**config.mk**
```make
export PLATFORM = sky130hd
export DESIGN_NAME = sbha_agent
export DESIGN_NICKNAME = d
export VERILOG_FILES = /design/src/rtl/sbha_pkg.sv /design/src/rtl/sbha_agent.sv
export VERILOG_INCLUDE_DIRS = /design/src /design/src/rtl
export SDC_FILE = /design/constraint.sdc
export NUM_CORES = 1
export LEC_CHECK = 0
export BUFFER_PORTS_ARGS = -buffer_cell sky130_fd_sc_hd__buf_2
export CORE_MARGIN = 2
export CORE_UTILIZATION = 46
export CTS_BUF_LIST = sky130_fd_sc_hd__clkbuf_4 sky130_fd_sc_hd__clkbuf_8
export DETAILED_ROUTE_END_ITERATION = 7
export HOLD_SLACK_MARGIN = 0.02
export PLACE_DENSITY = 0.81
export SETUP_SLACK_MARGIN = 0.02
export SYNTH_ARGS = -nofsm -noshare
export SYNTH_HDL_FRONTEND = slang
export SYNTH_SLANG_ARGS = --single-unit
```
**constraint.sdc**
```tcl
create_clock -name ref_clk -period 7 [get_ports ref_clk]
set_input_delay 0.7 -clock ref_clk [delete_from_list [all_inputs] [get_ports ref_clk]]
set_output_delay 0.7 -clock ref_clk [all_outputs]
set_load 0.03 [all_outputs]
```
**src/rtl/sbha_map.svh**
```systemverilog
`ifndef SBHA_MAP_SVH
`define SBHA_MAP_SVH
// AXI4-Lite register byte offsets
`define SBHA_CTRL_OFS 5'h00
`define SBHA_STAT_OFS 5'h04
`define SBHA_ERR_OFS 5'h08
`define SBHA_SNP_OFS 5'h0C
`define SBHA_ID_OFS 5'h10
// Control register bit positions
`define SBHA_CTRL_ARB_INT 0
`define SBHA_CTRL_SOFT_RST 1
`define SBHA_CTRL_BIST 2
`define SBHA_CTRL_SNOOP 3
`define SBHA_CTRL_RESET 32'h0000_0000
// Status bit positions
`define SBHA_ST_LOCKED 0
`define SBHA_ST_PRI_OWN 1
`define SBHA_ST_PCI_BLOCK 2
// Error log bit positions
`define SBHA_ER_ADDR 0
`define SBHA_ER_BUS 1
`define SBHA_ER_REQ 2
// Timing
`define SBHA_BOOT_HOLD_CLK 2
`define SBHA_SOFT_RST_NS 1000
`define SBHA_CLK_NS 25
`define SBHA_SOFT_RST_CYC (`SBHA_SOFT_RST_NS / `SBHA_CLK_NS)
// Identification word; the value is arbitrary
`define SBHA_ID_VALUE 32'h5A5A_0001
// Response codes
`define SBHA_RSP_IDLE 3'h0
`define SBHA_RSP_RETRY 3'h1
`define SBHA_RSP_DEFER 3'h2
`define SBHA_RSP_RSVD 3'h3
`define SBHA_RSP_NORMAL 3'h7
`endif

```
**src/rtl/sbha_pkg.sv**
```systemverilog
package sbha_pkg;
  typedef enum logic [1:0] {
    SBHA_TP_ACCEPT = 2'b00,
    SBHA_TP_RSVD = 2'b01,
    SBHA_TP_RETRY = 2'b10,
    SBHA_TP_DEFER = 2'b11
  } sbha_tp_e;
  typedef enum logic [1:0] {
    SBHA_ARB_IDLE = 2'b00,
    SBHA_ARB_WAIT = 2'b01,
    SBHA_ARB_OWN = 2'b10,
    SBHA_ARB_LEND = 2'b11
  } sbha_arb_e;
  typedef struct packed {
    logic strobe;
    logic [4:0] cmd;
    logic [35:3] addr;
    logic [1:0] aparity;
    logic rparity;
    logic lock;
  } sbha_req_s;
  typedef struct packed {
    logic valid;
    logic [2:0] code;
    logic parity;
  } sbha_rsp_s;
endpackage : sbha_pkg

```
**src/rtl/sbha_agent.sv**
```systemverilog
// Behaviour
// RQ1: Address lines are inputs; drive them only for snoops on behalf of PCI.
// RQ2: Request strobe marks the first of two request cycles.
// RQ3: Address parity 1 covers bits 35:24, parity 0 covers 23:3.
// RQ4: Flag address error when address parity fails on a request.
// RQ5: Flag bus error on an unrecoverable protocol violation.
// RQ6: Bus initialize ends PCI work and clears queues; config and log kept.
// RQ7: Priority request gains address bus and wins over symmetric agents.
// RQ8: Hold symmetric request 0 in reset, release two clocks after.
// RQ9: Data bus owner holds data bus busy for multi-cycle transfers.
// RQ10: Data check bits carry ECC only, never parity.
// RQ11: Addressed agent asserts defer when global observation unsure.
// RQ12: Data ready only in cycles moving valid data.
// RQ13: Never assert snoop hit or hit-modified, never stall snoops.
// RQ14: Soft reset pulses on request, optional in hard reset, never power-good.
// RQ15: Locked sequence blocks PCI to DRAM; forward lock when PCI targeted.
// RQ16: Command lines give snoop type first clock, rest second clock.
// RQ17: Request parity is even over strobe and five command lines.
// RQ18: Response code idle 000, normal 111, retry, defer; parity protects.
// RQ19: Target asserts target ready when it can enter data phase.
// RQ20: Internal arbitration: grant input is a request, request out a grant.
// RQ21: External arbitration: request out asks, grant in means owned.
// RQ22: Third-party 00 normal, 10 retry, 11 defer, 01 reserved.
// RQ23: Priority request only after bridge arbitration ownership.
`timescale 1ns/1ps
`include "sbha_map.svh"
module sbha_agent
  import sbha_pkg::*;
(
  input wire logic ref_clk,
  input wire logic sys_rst,
  input wire logic hard_rst,
  input wire logic pwrgood_rst,
  // AXI4-Lite slave
  input wire logic [4:0] s_axi_awaddr,
  input wire logic s_axi_awvalid,
  output logic s_axi_awready,
  input wire logic [31:0] s_axi_wdata,
  input wire logic [3:0] s_axi_wstrb,
  input wire logic s_axi_wvalid,
  output logic s_axi_wready,
  output logic [1:0] s_axi_bresp,
  output logic s_axi_bvalid,
  input wire logic s_axi_bready,
  input wire logic [4:0] s_axi_araddr,
  input wire logic s_axi_arvalid,
  output logic s_axi_arready,
  output logic [31:0] s_axi_rdata,
  output logic [1:0] s_axi_rresp,
  output logic s_axi_rvalid,
  input wire logic s_axi_rready,
  // System bus request side
  input wire sbha_req_s req_in,
  output sbha_req_s req_out,
  output logic req_oe_n,
  output logic address_error,
  output logic bus_error,
  input wire logic bus_initialize,
  output logic priority_request,
  output logic symmetric_request_0,
  output logic snoop_hit,
  output logic snoop_hit_modified,
  output logic defer_out,
  output sbha_rsp_s response,
  output logic target_ready_sys,
  // Data phase, user side
  input wire logic [63:0] tx_data,
  input wire logic tx_valid,
  input wire logic tx_last,
  output logic [63:0] data_out,
  output logic [7:0] data_check_bits,
  output logic data_ready,
  output logic data_bus_busy,
  input wire logic target_can_transfer,
  input wire logic pci_target,
  input wire logic no_global_obs,
  // Bridge arbitration and third party
  input wire logic bridge_grant_in,
  output logic bridge_request_out,
  input wire logic [1:0] third_party_control,
  // PCI side hooks
  input wire logic pci_snoop_req,
  input wire logic [35:3] pci_snoop_addr,
  output logic snoop_done,
  output logic pci_abort,
  output logic queue_flush,
  output logic pci_dram_block,
  output logic pci_lock_fwd,
  output logic soft_reset
);
  logic [31:0] ctrl_reg;
  logic [2:0] err_reg;
  logic aw_reg, w_reg;
  logic [4:0] awaddr_reg;
  logic [31:0] wdata_reg;
  logic [3:0] wstrb_reg;
  logic [1:0] boot_cnt_reg;
  logic second_reg;
  logic locked_reg;
  sbha_arb_e arb_reg, arb_next;
  logic [5:0] srst_cnt_reg;
  logic snoop_reg, snoop_cyc2_reg;
  logic addr_par_bad, req_par_bad, proto_bad;
  logic arb_int, pri_owned;

  // Address and request parity checks on each request cycle
  always_comb begin
    addr_par_bad = (req_in.aparity[1] != ^req_in.addr[35:24]) ||
      (req_in.aparity[0] != ^req_in.addr[23:3]); // [RQ3]
    req_par_bad = req_in.rparity != ^{req_in.strobe, req_in.cmd}; // [RQ17]
  end
  assign proto_bad = req_in.strobe && second_reg;

  // Second request cycle tracker
  always_ff @(posedge ref_clk or posedge sys_rst) begin
    if (sys_rst) begin
      second_reg <= 1'b0;
    end else begin
      second_reg <= req_in.strobe && !second_reg; // [RQ2] [RQ16]
    end
  end

  // Error outputs, one cycle after the request cycle
  always_ff @(posedge ref_clk or posedge sys_rst) begin
    if (sys_rst) begin
      address_error <= 1'b0;
      bus_error <= 1'b0;
    end else begin
      address_error <= (req_in.strobe || second_reg) && addr_par_bad; // [RQ4]
      bus_error <= proto_bad; // [RQ5]
    end
  end

  // Error log, survives bus initialize; set wins over clear
  always_ff @(posedge ref_clk or posedge sys_rst) begin
    if (sys_rst) begin
      err_reg <= 3'h0;
    end else begin
      if (aw_reg && w_reg && awaddr_reg == `SBHA_ERR_OFS) begin
        err_reg <= err_reg & ~wdata_reg[2:0];
      end
      if ((req_in.strobe || second_reg) && addr_par_bad)
        err_reg[`SBHA_ER_ADDR] <= 1'b1;
      if (proto_bad)
        err_reg[`SBHA_ER_BUS] <= 1'b1;
      if ((req_in.strobe || second_reg) && req_par_bad)
        err_reg[`SBHA_ER_REQ] <= 1'b1;
    end
  end

  // Boot processor select counter
  always_ff @(posedge ref_clk or posedge sys_rst) begin
    if (sys_rst) begin
      boot_cnt_reg <= 2'h0;
    end else if (boot_cnt_reg != 2'(`SBHA_BOOT_HOLD_CLK)) begin
      boot_cnt_reg <= boot_cnt_reg + 2'h1;
    end
  end
  assign symmetric_request_0 = sys_rst ||
    (boot_cnt_reg != 2'(`SBHA_BOOT_HOLD_CLK)); // [RQ8]

  // Lock tracking
  always_ff @(posedge ref_clk or posedge sys_rst) begin
    if (sys_rst) begin
      locked_reg <= 1'b0;
    end else if (!req_in.lock) begin
      locked_reg <= 1'b0;
    end else if (req_in.strobe) begin
      locked_reg <= 1'b1;
    end
  end
  assign pci_dram_block = locked_reg || (req_in.strobe && req_in.lock); // [RQ15]
  assign pci_lock_fwd = pci_dram_block && pci_target; // [RQ15]

  // Bridge arbitration state
  assign arb_int = ctrl_reg[`SBHA_CTRL_ARB_INT];
  always_comb begin
    arb_next = arb_reg;
    case (arb_reg)
      SBHA_ARB_IDLE: begin
        if (arb_int && bridge_grant_in && !pci_snoop_req)
          arb_next = SBHA_ARB_LEND; // [RQ20]
        else if (pci_snoop_req)
          arb_next = arb_int ? SBHA_ARB_OWN : SBHA_ARB_WAIT;
      end
      SBHA_ARB_WAIT: begin
        if (bridge_grant_in) arb_next = SBHA_ARB_OWN; // [RQ21]
      end
      SBHA_ARB_OWN: begin
        if (snoop_done) arb_next = SBHA_ARB_IDLE;
      end
      SBHA_ARB_LEND: begin
        if (!bridge_grant_in) arb_next = SBHA_ARB_IDLE;
      end
      default: arb_next = SBHA_ARB_IDLE;
    endcase
  end

  always_ff @(posedge ref_clk or posedge sys_rst) begin
    if (sys_rst) begin
      arb_reg <= SBHA_ARB_IDLE;
    end else if (bus_initialize) begin
      arb_reg <= SBHA_ARB_IDLE;
    end else begin
      arb_reg <= arb_next;
    end
  end
  assign pri_owned = arb_reg == SBHA_ARB_OWN;
  assign bridge_request_out = arb_int ? (arb_reg == SBHA_ARB_LEND) :
    (arb_reg == SBHA_ARB_WAIT || pri_owned); // [RQ20] [RQ21]
  assign priority_request = pri_owned && !snoop_cyc2_reg; // [RQ7] [RQ23]

  // Snoop request phase driven for PCI initiators
  always_ff @(posedge ref_clk or posedge sys_rst) begin
    if (sys_rst) begin
      snoop_reg <= 1'b0;
      snoop_cyc2_reg <= 1'b0;
      req_out <= '0;
    end else if (bus_initialize) begin
      snoop_reg <= 1'b0;
      snoop_cyc2_reg <= 1'b0;
      req_out <= '0;
    end else begin
      snoop_reg <= pri_owned && !snoop_reg && !snoop_cyc2_reg &&
        ctrl_reg[`SBHA_CTRL_SNOOP];
      snoop_cyc2_reg <= snoop_reg;
      req_out.strobe <= pri_owned && !snoop_reg && !snoop_cyc2_reg; // [RQ2]
      req_out.addr <= pci_snoop_addr; // [RQ1]
      req_out.cmd <= 5'h00; // [RQ16]
      req_out.aparity <= {^pci_snoop_addr[35:24], ^pci_snoop_addr[23:3]};
      req_out.rparity <= ^{pri_owned && !snoop_reg && !snoop_cyc2_reg,
        5'h00}; // [RQ17]
      req_out.lock <= 1'b0;
    end
  end
  assign req_oe_n = !(snoop_reg || snoop_cyc2_reg); // [RQ1]
  assign snoop_done = snoop_cyc2_reg || (pri_owned &&
    !ctrl_reg[`SBHA_CTRL_SNOOP]);
  assign snoop_hit = 1'b0; // [RQ13]
  assign snoop_hit_modified = 1'b0; // [RQ13]

  // Response and data phase
  always_ff @(posedge ref_clk or posedge sys_rst) begin
    if (sys_rst) begin
      response <= '0;
      defer_out <= 1'b0;
      target_ready_sys <= 1'b0;
    end else begin
      response.valid <= second_reg;
      defer_out <= second_reg && no_global_obs; // [RQ11]
      target_ready_sys <= second_reg && target_can_transfer; // [RQ19]
      if (!second_reg) begin
        response.code <= `SBHA_RSP_IDLE; // [RQ18]
        response.parity <= 1'b0;
      end else begin
        case (sbha_tp_e'(third_party_control)) // [RQ22]
          SBHA_TP_RETRY: response.code <= `SBHA_RSP_RETRY;
          SBHA_TP_DEFER: response.code <= `SBHA_RSP_DEFER;
          default: response.code <= `SBHA_RSP_NORMAL;
        endcase
        case (sbha_tp_e'(third_party_control)) // [RQ18]
          SBHA_TP_RETRY: response.parity <= ^`SBHA_RSP_RETRY;
          SBHA_TP_DEFER: response.parity <= ^`SBHA_RSP_DEFER;
          default: response.parity <= ^`SBHA_RSP_NORMAL;
        endcase
      end
    end
  end

  // Simple ECC: each check bit covers one byte lane interleave
  function automatic logic [7:0] ecc8(input logic [63:0] d);
    logic [7:0] c;
    c = 8'h00;
    for (int i = 0; i < 64; i++) begin
      c[i % 8] = c[i % 8] ^ d[i] ^ ((i / 8) % 2 == 1 ? d[(i + 9) % 64] : 1'b0);
    end
    return c;
  endfunction

  always_ff @(posedge ref_clk or posedge sys_rst) begin
    if (sys_rst) begin
      data_out <= 64'h0;
      data_check_bits <= 8'h00;
      data_ready <= 1'b0;
      data_bus_busy <= 1'b0;
    end else if (bus_initialize) begin
      data_ready <= 1'b0;
      data_bus_busy <= 1'b0;
    end else begin
      data_ready <= tx_valid; // [RQ12]
      data_bus_busy <= tx_valid && !tx_last; // [RQ9]
      if (tx_valid) begin
        data_out <= tx_data;
        data_check_bits <= ecc8(tx_data); // [RQ10]
      end
    end
  end

  // PCI abort and queue flush on bus initialize
  assign pci_abort = bus_initialize; // [RQ6]
  assign queue_flush = bus_initialize; // [RQ6]

  // Soft reset pulse, never during power-good reset
  always_ff @(posedge ref_clk or posedge sys_rst) begin
    if (sys_rst) begin
      srst_cnt_reg <= 6'h00;
    end else if (pwrgood_rst) begin
      srst_cnt_reg <= 6'h00;
    end else if (hard_rst && ctrl_reg[`SBHA_CTRL_BIST]) begin
      srst_cnt_reg <= 6'(`SBHA_SOFT_RST_CYC);
    end else if (aw_reg && w_reg && awaddr_reg == `SBHA_CTRL_OFS &&
                 wdata_reg[`SBHA_CTRL_SOFT_RST]) begin
      srst_cnt_reg <= 6'(`SBHA_SOFT_RST_CYC);
    end else if (srst_cnt_reg != 6'h00) begin
      srst_cnt_reg <= srst_cnt_reg - 6'h01;
    end
  end
  assign soft_reset = (srst_cnt_reg != 6'h00) && !pwrgood_rst; // [RQ14]

  // AXI write: capture address and data in either order
  always_ff @(posedge ref_clk or posedge sys_rst) begin
    if (sys_rst) begin
      aw_reg <= 1'b0;
      w_reg <= 1'b0;
      awaddr_reg <= 5'h00;
      wdata_reg <= 32'h0;
      wstrb_reg <= 4'h0;
      s_axi_bvalid <= 1'b0;
    end else begin
      if (s_axi_awvalid && s_axi_awready) begin
        aw_reg <= 1'b1;
        awaddr_reg <= s_axi_awaddr;
      end
      if (s_axi_wvalid && s_axi_wready) begin
        w_reg <= 1'b1;
        wdata_reg <= s_axi_wdata;
        wstrb_reg <= s_axi_wstrb;
      end
      if (aw_reg && w_reg) begin
        aw_reg <= 1'b0;
        w_reg <= 1'b0;
        s_axi_bvalid <= 1'b1;
      end else if (s_axi_bready) begin
        s_axi_bvalid <= 1'b0;
      end
    end
  end
  assign s_axi_awready = !aw_reg && !s_axi_bvalid;
  assign s_axi_wready = !w_reg && !s_axi_bvalid;
  assign s_axi_bresp = 2'b00;

  // Control register, kept across bus initialize
  always_ff @(posedge ref_clk or posedge sys_rst) begin
    if (sys_rst) begin
      ctrl_reg <= `SBHA_CTRL_RESET;
    end else if (aw_reg && w_reg && awaddr_reg == `SBHA_CTRL_OFS) begin
      for (int b = 0; b < 4; b++) begin
        if (wstrb_reg[b]) ctrl_reg[b*8 +: 8] <= wdata_reg[b*8 +: 8];
      end
      ctrl_reg[`SBHA_CTRL_SOFT_RST] <= 1'b0;
    end
  end

  // AXI read
  always_ff @(posedge ref_clk or posedge sys_rst) begin
    if (sys_rst) begin
      s_axi_rvalid <= 1'b0;
      s_axi_rdata <= 32'h0;
      s_axi_rresp <= 2'b00;
    end else if (s_axi_arvalid && s_axi_arready) begin
      s_axi_rvalid <= 1'b1;
      s_axi_rresp <= 2'b00;
      case (s_axi_araddr)
        `SBHA_CTRL_OFS: s_axi_rdata <= ctrl_reg;
        `SBHA_STAT_OFS: s_axi_rdata <= {29'h0, pci_dram_block, pri_owned,
          locked_reg};
        `SBHA_ERR_OFS: s_axi_rdata <= {29'h0, err_reg};
        `SBHA_SNP_OFS: s_axi_rdata <= {30'h0, arb_reg};
        `SBHA_ID_OFS: s_axi_rdata <= `SBHA_ID_VALUE; // arbitrary value
        default: begin
          s_axi_rdata <= 32'h0;
          s_axi_rresp <= 2'b10;
        end
      endcase
    end else if (s_axi_rready) begin
      s_axi_rvalid <= 1'b0;
    end
  end
  assign s_axi_arready = !s_axi_rvalid;

  // Checks
  boot_release_a: assert property ( // [RQ8]
    @(posedge ref_clk) disable iff (sys_rst)
    $fell(sys_rst) |-> ##2 !symmetric_request_0)
    else $error("boot request not released");
  no_hit_a: assert property ( // [RQ13]
    @(posedge ref_clk) disable iff (sys_rst)
    !snoop_hit && !snoop_hit_modified)
    else $error("snoop hit asserted");
  pri_after_own_a: assert property ( // [RQ23]
    @(posedge ref_clk) disable iff (sys_rst)
    priority_request && !arb_int |-> $past(bridge_grant_in))
    else $error("priority request without grant");
  addr_err_a: assert property ( // [RQ4]
    @(posedge ref_clk) disable iff (sys_rst)
    (req_in.strobe && addr_par_bad) |=> address_error)
    else $error("address error missing");
  data_ready_a: assert property ( // [RQ12]
    @(posedge ref_clk) disable iff (sys_rst)
    tx_valid && !bus_initialize |=> data_ready && data_out == $past(tx_data))
    else $error("data ready mismatch");
  tp_retry_a: assert property ( // [RQ22]
    @(posedge ref_clk) disable iff (sys_rst)
    second_reg && third_party_control == 2'b10 |=>
    response.code == `SBHA_RSP_RETRY)
    else $error("retry not forced");
  idle_rsp_a: assert property ( // [RQ18]
    @(posedge ref_clk) disable iff (sys_rst)
    !second_reg |=> response.code == `SBHA_RSP_IDLE)
    else $error("idle code wrong");
  srst_pg_a: assert property ( // [RQ14]
    @(posedge ref_clk) disable iff (sys_rst)
    pwrgood_rst |-> !soft_reset ##1 srst_cnt_reg == 6'h00)
    else $error("soft reset in power-good reset");
endmodule : sbha_agent

```
==> results of run 1 <==
==> report_power, final <==
part           internal [mW]  switching, mW  leakage (nW)
Combinational          0.508          0.691          3.43
Clock                  0.818          0.556         0.486
Sequential              1.70          0.175          3.10
==> cell families after synthesis <==
group,after synthesis
flops,244
xor+xnor,137
buf+inv,63
fa+ha+maj,7
other cells,1
mux,76
simple gates,328
compound gates,70
==> worst max-delay path: cells and delay by family <==
kind,cells,cell delay (ps)
buffers and inverters,3,1820
and+or+nand+nor,3,570
==> stage by stage <==
| step | hold WS [ps] | power [mW] | std cells |
|---|---|---|---|
| 3_3_place_gp | 449 | 3.06 | 1552 |
| 6_report | 347 | 4.45 | 1631 |
| 5_1_grt | 318 | 4.69 | 1631 |
| 2_1_floorplan | 430 | 2.74 | 936 |
| 4_1_cts | 313 | 4.50 | 1626 |
| 3_5_place_dp | 457 | 3.10 | 1552 |
==> metal layers <==
metal | vias to the layer above | GRT usage, %
li1 | 3734 | -
met1 | 3857 | 25.4
met2 | 304 | 39.7
met3 | 50 | 7.20
met4 | 0 | 8.91
met5 | - | 0
==> layout make-up <==
class | instances | area share, %
Sequential cell | 244 | 45.4
Clock buffer | 64 | 6.08
Inverter | 16 | 0.474
Tap cell | 285 | 2.65
Timing Repair Buffer | 378 | 14.3
Multi-Input combinational cell | 629 | 30.3
Antenna cell | 5 | 0.0930
Clock inverter | 10 | 0.781
==> cells in the final DEF, fill, tap and decap left out, types with 5 or more instances in the layout <==
| cell | synthesis | final |
|---|---|---|
| inv_1 | 16 | 14 |
| xor2_1 | 9 | 9 |
| clkbuf_8 | 0 | 54 |
| clkbuf_4 | 0 | 10 |
| nor2b_1 | 41 | 41 |
| a22o_1 | 23 | 23 |
| o21ai_0 | 26 | 26 |
| conb_1 | 1 | 11 |
| buf_2 | 12 | 372 |
| nor3_1 | 5 | 5 |
| and2_1 | 6 | 6 |
| nor2_1 | 30 | 30 |
| buf_4 | 15 | 5 |
| dfrtp_1 | 244 | 244 |
| mux2_2 | 71 | 71 |
| ha_1 | 7 | 7 |
| diode_2 | 0 | 5 |
| xnor2_1 | 128 | 128 |
| a21oi_1 | 5 | 5 |
| clkinv_2 | 0 | 6 |
| nand2_1 | 227 | 227 |
==> how the worst min path moves through the flow <==
| stage | start | cells after the start | end |
|---|---|---|---|
| after floorplan | snoop_reg$_DFF_PP0_ | 1 | req_out[1]$_DFF_PP0_ |
| final | tx_last | 2 | data_bus_busy$_DFF_PP0_ |
| after global placement | snoop_reg$_DFF_PP0_ | 1 | req_out[1]$_DFF_PP0_ |
| after CTS | tx_last | 2 | data_bus_busy$_DFF_PP0_ |
| after global routing | tx_last | 2 | data_bus_busy$_DFF_PP0_ |
| after detailed placement | data_out[62]$_DFFE_PP0P_ | 2 | data_out[62]$_DFFE_PP0P_ |
==> results.md, run 1 <==
- Status: finished clean
- Number of global-route vias before repair: slightly above 8000
- Synth top cells by count: dfrtp_1, nand2_1, xnor2_1
- Top cell type's share of synthesized area: 58.4%
- Clock Latency Late Sink: 510 ps
- PortBufs: between 300 and 400
- Leading area contributor after synthesis: dfrtp_1
- First-pass GRT wire length: 42600 um
- # IOs: between 300 and 400
- Worst Setup SP: bus_initialize
- Drt first-iter violations: 344
- Crit end category: flop
- Adder-Cell Fraction of Synth Area: less than 1%
- Die area: 23900 um^2
- Nets@finish: 1521
- Initial Util: 46.4%
- Class of the worst hold path: in -> reg
- H-tree depth: 2
- Endpoints failing setup: 0
- Routability congestion estimate: 0.827
- Total Wirelength: 27100 um
- Pre-CTS setup slack: 3730 ps
- XOR/XNOR share of the synthesized area: 11.5%
- Number of flops mapped to enable cells by yosys: 0
- Final hold vios: 0
- Reg2Reg Capture Point: arb_reg[1]$_DFFE_PP0P_
- R2R Setup Slk: 5130 ps
- Gr ovfl total: 0
- Met1 WL: 10100 um
- Top-count cell post-synth: dfrtp_1
- Placeable Area: 22500 um^2
- Final TNS setup: 0 ps
- Worst Path Arrival: 3160 ps
- Worst Tran Pin Value: around 1100 ps
- Area of the multi-input gates: 4080 um^2
- DRC Markers: 0
- Period utilisation layout: between 30 and 40%
- Critical register-to-register path startpoint: arb_reg[0]$_DFFE_PP0P_
- Final core occ: 59.8%
- Async S/R FF share, synth: 100%
- Reg clk slew, reported paths: 60 ps
- Simple-gate area share of the yosys netlist: between 10 and 15%
- Compound-Gate Fraction of Synth Area: 4.57%
- Design Area, Final: 13500 um^2
- Mapped cell area: between 10000 and 15000 um^2
- RSZ-0062 raised after global routing: false
- Post CTS Setup Buffer Count: 0
- TritonCTS clock tree: done
- DPL Wire Length: 20200 um
- Final Max Tran Viols: 0
- Largest family of logic cells by synthesized area: simple AND/OR/NAND/NOR gates
- Final setup margin: 4230 ps
- Mapped Cells: about 930
- Cell mode on critical path: nand2_1
- CP max FO: 82
- Number of synthesized register bits: 244
- PostCTS Resize Cnt: 0
- Global router's overall resource usage: 22.5%
- Yosys synthesis warning count: 0
- Largest register FFs: 64
- Die Span Y: 155 um
- Yosys cell types: 36
- Largest net degree at the start of global routing: 161
- WP data required: 7390 ps
- Post-synthesis sequential area ratio: 58.4%
- Mux contribution to synthesized area: 8.23%
- Metal3 WL: 2160 um
- Worst r2r path cells: 7
- F_max: 0.362 GHz
- Most area-consuming cells after synthesis: dfrtp_1, xnor2_1, nand2_1
- Maximum ir drop on the vdd rail: about 0.43 mV
- Max Cap Viol: 0
- Clk Tree Root Cell: clkbuf_8
- Slew margin rel.: 25.0%
- Met2 wire len: 14000 um
- Startpoint Class: primary input
- Dpl cell area: 12500 um^2
- DR WL/cell: between 15 and 20 um
- Largest Register: data_out
- Slowest CP cell: inv_2
- Post-CTS Hold Buffers: 0
- Filler cell count: 1845
- CP endpoint: data_out[51]$_DFFE_PP0P_
- Fin crit period: 2770 ps
- Main flop type after synthesis: dfrtp_1
- Biggest regs: data_out x64, req_out x36
- Clock buffer depth: 3
- Post-Route Skew: between 8 and 9 ps
- Top sig layer: met4
- Crit Path Class: in -> reg
- Vias per std cell: 4.87
- PD cells: approximately 330 nW/um^2
- Initial antenna violation count: 7
- CTS Sinks: between 200 and 250
- Number of CTS-inserted buffers: 40
- Rows: between 50 and 60
- Slowest cell delay on critical path: 650 ps
- First-pass detailed-route iteration total: 5
- Area Overhead vs Synth: 28.8%
- Crit-path cells: buf_2 -> nand2b_2 -> buf_4 -> inv_2 -> nand2_1 -> nand2_1
- ANT nets after route: 0
- Avg Inst Size Synth: 11.3 um^2
- Vias: 7945
- Die W: 155 um
- Share of post-route cells with drive strength above 1: 39.7%
- Sequential standard cell area: roughly 6100 um^2
- Leakage power: about 7 nW
Power figures use the tool's default switching activity.
==> inputs of run 2 (changes only) <==
- clock period: 7 -> 2.3 ns (I/O delays scaled with it)
==> results.md, run 2 (synthesized netlist as in run 1, its figures left out) <==
- Slowest cell delay on critical path: 420 ps
- PostCTS Resize Cnt: 0
- CP delay by family, top: flip-flops
- CTS Sinks: about 240
- Final Max Tran Viols: 0
- Clock buffer depth: 3
- Clock Latency Late Sink: 530 ps
- First-pass GRT wire length: 49800 um
- DRC Markers: 0
- Number of CTS-inserted buffers: 42
- RSZ-0062 raised after global routing: false
- Worst Tran Pin Value: 781 ps
- Final core occ: about two thirds
- Total Wirelength: 31900 um
- Met1 WL: 11500 um
- Rows: 55
- DR WL/cell: ~18 um
- Hold Path Depth: 3
- Number of global-route vias before repair: 9464
- Most common cell after layout, fill and taps aside: buf_2
- Class of the worst hold path: in -> reg
- PD cells: 923 nW/um^2
- Max Cap Viol: 0
- Critical register-to-register path startpoint: awaddr_reg[0]$_DFFE_PP0P_
- Final TNS setup: 0 ps
- Placeable Area: 22500 um^2
- Most frequent cells in the layout: buf_2, dfrtp_1, nand2_1, dlygate4sd3_1, xnor2_1
- Area Overhead vs Synth: 43.8%
- Maximum ir drop on the vdd rail: between 0.7 and 0.8 mV
- Biggest regs: data_out x64, req_out x36
- Worst hold start: s_axi_araddr[4]
- Initial antenna violation count: 1
- Slowest CP cell: dfrtp_1
- Crit-path cells: inv_1 -> ha_1 -> mux2_2 -> buf_2
- Reg clk slew, reported paths: 60 ps
- ANT nets after route: 0
- Status: finished clean
- PortBufs: 372
- Die area: 23900 um^2
- Hold Path Sink: s_axi_rdata[17]$_DFFE_PP0P_
- CP max FO: 5
- Startpoint Class: flop
- DPL Wire Length: 19900 um
- Die W: 155 um
- WP data required: 2070 ps
- Met2 wire len: 16600 um
- Fin crit period: about 2000 ps
- Crit end category: output pin
- # IOs: 384
- Bufs and invs on worst path: 2
- R2R Setup Slk: around 400 ps
- Top sig layer: met5
- Slew margin rel.: around 48%
- TritonCTS clock tree: done
- Leakage power: 7.68 nW
- First-pass detailed-route iteration total: 5
- Vias: 8852
- Routability congestion estimate: 0.841
- H-tree depth: 2
- Crit Path Class: reg -> out
- Largest register FFs: 64
- Die Span Y: 155 um
- Post CTS Setup Buffer Count: 0
- Metal3 WL: 2430 um
- F_max: 0.499 GHz
- Initial Util: 46.4%
- Global router's overall resource usage: 26.5%
- Largest net degree at the start of global routing: 145
- Period utilisation layout: roughly 87%
- Post-Route Skew: 21.9 ps
- Final hold vios: 0
- Reg2Reg Capture Point: ctrl_reg[13]$_DFFE_PP0P_
- Worst Path Arrival: about 1800 ps
- Vias per std cell: 4.97
- Clk Tree Root Cell: clkbuf_8
- Endpoints failing setup: 0
- Largest Register: data_out
- Worst r2r path cells: 5
- Drt first-iter violations: 473
- Nets@finish: 1677
- Gr ovfl total: 0
- Post-CTS Hold Buffers: 150
- Share of post-route cells with drive strength above 1: 35.9%
-- run 2: changes by cell type in the layout (fill, tap and decap cells not counted), sizes merged --
cell,previous run,this run
bufinv,2,0
buf,378,382
clkbuf,64,69
dlygate4sd3,0,150
diode,5,1
inv,15,17
clkinv,6,1
-- run 2: final cells by class --
type	instances	area (um^2)
Antenna cell	1	2.50
Clock buffer	69	875
Clock inverter	5	37.5
Fill cell	1554	7470
Inverter	16	63.8
Multi-Input combinational cell	629	4080
Sequential cell	244	6110
Tap cell	285	357
Timing Repair Buffer	532	3510
-- run 2: worst register-to-register path: stages, from the launching register on --
cell	delay [ps]
dfrtp_1	400
nor4_1	360
nand3_1	220
nor2_4	260
nand2_2	220
mux2_4	340
-- run 2: worst max path at each step --
stage                            from                     end  cells after the start
4_1_cts        arb_reg[0]$_DFFE_PP0P_      bridge_request_out                      4
5_1_grt        arb_reg[0]$_DFFE_PP0P_      bridge_request_out                      4
6_report       arb_reg[0]$_DFFE_PP0P_      bridge_request_out                      4
3_3_place_gp   arb_reg[0]$_DFFE_PP0P_  arb_reg[1]$_DFFE_PP0P_                      7
2_1_floorplan                 sys_rst     symmetric_request_0                      2
3_5_place_dp   arb_reg[0]$_DFFE_PP0P_  arb_reg[1]$_DFFE_PP0P_                      7
-- run 2: report_power, final --
group / internal, mW / leakage (nW) / total (mW) / switching [mW]
Combinational: 1.75 / 4.10 / 4.02 / 2.27
Sequential: 5.17 / 3.10 / 5.73 / 0.555
Clock: 2.41 / 0.478 / 4.14 / 1.73
Total: 9.32 / 7.68 / 13.9 / 4.56
-- run 2: per-layer routing --
| metal | vias up | GRT usage, % |
|---|---|---|
| li1 | 4046 | - |
| met1 | 4310 | 28.8 |
| met2 | 403 | 48.2 |
| met3 | 91 | 7.62 |
| met4 | 2 | 11.4 |
| met5 | - | 0 |
-- run 2: per-stage QoR --
| step | hold slack (ps) | area [um^2] | cells | setup WS [ps] | power (mW) |
|---|---|---|---|---|---|
| global placement | 389 | 12600 | 1556 | 540 | 9.33 |
| detailed placement | 395 | 12600 | 1556 | 461 | 9.48 |
| floorplan | 293 | 10500 | 936 | -2670 | 8.35 |
| finish | 97.7 | 15000 | 1781 | 295 | 13.9 |
| global route | 86.1 | 15000 | 1780 | 192 | 14.6 |
| CTS | 52.0 | 15000 | 1780 | 253 | 13.9 |
==> inputs of run 3 (changes only) <==
- BUFFER_PORTS_ARGS: -buffer_cell sky130_fd_sc_hd__buf_2 -> -buffer_cell sky130_fd_sc_hd__buf_4
==> results.md, run 3 (synthesized netlist as in run 1, its figures left out) <==
- Number of global-route vias before repair: 9454
- Total Power: between 10 and 15 mW
- Pre-CTS setup slack: just over 400 ps
- # IOs: between 300 and 400
- Final TNS setup: 0 ps
- First-pass GRT wire length: 50700 um
- Placeable Area: 22500 um^2
- Most frequent cells in the layout: buf_4, dfrtp_1, nand2_1, dlygate4sd3_1, xnor2_1
- Post CTS Setup Buffer Count: 0
- Largest net degree at the start of global routing: between 100 and 150
- Clk Tree Root Cell: clkbuf_8
- Share of post-route cells with drive strength above 1: 35.7%
- Status: finished clean
- Class of the worst hold path: in -> reg
- Worst Tran Pin Value: 1120 ps
- Initial antenna violation count: 0
- PD cells: 899 nW/um^2
- Global router's overall resource usage: 27.2%
- Largest register FFs: 64
- Drt first-iter violations: 483
- Sequential standard cell area: 6110 um^2
- Period utilisation layout: about 86%
- Post-Route Skew: ~17 ps
- RSZ-0062 raised after global routing: false
- CTS Sinks: about 240
- Bufs and invs on worst path: 2
- Slowest CP cell: dfrtp_1
- Most common cell after layout, fill and taps aside: buf_4
- P_sw: 4.65 mW
- Initial Util: 46.4%
- Nets@finish: 1675
- Reg clk slew, reported paths: 60 ps
- Startpoint Class: flop
- Final Max Tran Viols: 0
- Maximum ir drop on the vdd rail: 0.742 mV
- Leakage power: 7.91 nW
- Clk network pwr share: a little under 30%
- DPL Wire Length: roughly 20000 um
- Slew margin rel.: around 25%
- CP max FO: 5
- Max Cap Viol: 0
- CP delay by family, top: flip-flops
- Switching share of power: 32.4%
- Design Area, Final: around 16000 um^2
- DRC Markers: 0
- Crit Path Class: reg -> out
- Sequential share of power: 40.2%
- Area of the multi-input gates: 4080 um^2
- First-pass detailed-route iteration total: 5
- Crit end category: output pin
- Endpoints failing setup: 0
- Share of total power in combinational logic: 30.3%
- Rows: 55
- Largest Register: data_out
- Vias: between 8000 and 9000
- Number of CTS-inserted buffers: 40
- WP data required: about 2100 ps
- Crit-path cells: inv_1 -> ha_1 -> mux2_2 -> buf_4
- Final core occ: 70.8%
- H-tree depth: 2
- Die area: 23900 um^2
- Die W: 155 um
- DR WL/cell: 18.3 um
- Vias per std cell: 4.99
- Pint: a little under 10 mW
- Dpl cell area: 13500 um^2
- Routability congestion estimate: roughly 0.80
- Die Span Y: 155 um
- TritonCTS clock tree: done
- ANT nets after route: 0
- Biggest regs: data_out x64, req_out x36
- Filler cell count: 1471
- Area Overhead vs Synth: 52.4%
- Clock Latency Late Sink: 540 ps
- Final hold vios: 0
- Slowest cell delay on critical path: 410 ps
- Total Wirelength: 32600 um
- F_max: 0.504 GHz
- Worst Path Arrival: 1750 ps
- Final setup margin: between 300 and 400 ps
- Gr ovfl total: 0
- Clock buffer depth: 3
- PortBufs: 372
- Fin crit period: about 2000 ps
-- run 3: cell count changes in the layout (fill, tap and decap cells not counted) --
cell | previous run | this run
buf_2 | 372 | 0
buf_4 | 4 | 376
clkbuf_8 | 57 | 51
buf_12 | 6 | 4
bufinv_16 | 0 | 2
clkbuf_4 | 12 | 14
clkinvlp_4 | 3 | 1
dlygate4sd3_1 | 150 | 152
inv_6 | 2 | 3
-- run 3: area by class of cell --
cell class | instances | area share [%]
Timing Repair Buffer | 532 | 27.8
Multi-Input combinational cell | 629 | 25.6
Tap cell | 285 | 2.24
Antenna cell | 1 | 0.0157
Clock buffer | 65 | 5.07
Sequential cell | 244 | 38.3
Inverter | 16 | 0.401
Clock inverter | 6 | 0.573
-- run 3: tightest hold or removal path: stages --
cell,delay (ps)
buf_4,80
nor4_1,50
a22o_1,170
-- run 3: per-stage QoR --
step / hold slack [ps] / instances
3_5_place_dp: 406 / 1554
4_1_cts: 20.1 / 1777
3_3_place_gp: 398 / 1554
5_1_grt: 30.0 / 1777
6_report: 42.5 / 1778
2_1_floorplan: 293 / 936
-- run 3: path summary, 6_finish.rpt --
| kind | start | to | slack [ps] | depth (start not counted) |
|---|---|---|---|---|
| worst max-delay path | arb_reg[0]$_DFFE_PP0P_ | bridge_request_out | 320 | 4 |
| worst min-delay path | s_axi_araddr[0] | s_axi_rdata[2]$_DFFE_PP0P_ | 40 | 3 |
| worst max register to register | awaddr_reg[1]$_DFFE_PP0P_ | ctrl_reg[6]$_DFFE_PP0P_ | 360 | 5 |
| worst min register to register | err_reg[1]$_DFFE_PP0P_ | err_reg[1]$_DFFE_PP0P_ | 470 | 1 |
| max in group asynchronous | sys_rst | wdata_reg[27]$_DFFE_PP0P_ | 1180 | 4 |
| min in group asynchronous | sys_rst | data_out[41]$_DFFE_PP0P_ | 490 | 4 |
-- run 3: power groups by stage --
stage | Combinational, mW | Sequential [mW] | Clock [mW]
3_3_place_gp | 3.93 | 5.71 | 0
6_report | 4.34 | 5.76 | 4.22
3_5_place_dp | 4.03 | 5.77 | 0
2_1_floorplan | 2.14 | 6.21 | 0
4_1_cts | 4.28 | 5.70 | 4.29
5_1_grt | 4.66 | 5.85 | 4.49
-- run 3: metal layers --
layer | vias up | global-route usage [%] | wire [um] | part of all wire, %
met3 | 86 | 8.21 | 2570 | 7.9
met1 | 4348 | 30.2 | 11900 | 37
met5 | - | 0 | 0 | 0
met2 | 395 | 49.2 | 17000 | 52
li1 | 4037 | - | - | -
met4 | 0 | 10.3 | 1110 | 3.4
-- run 3: repair_timing --
item | 4_1_cts | 5_1_grt
resized for setup | 0 | 0
endpoints found under the hold margin | 348 | 0
hold buffers | 152 | 0
setup endpoints to repair | 0 | 0
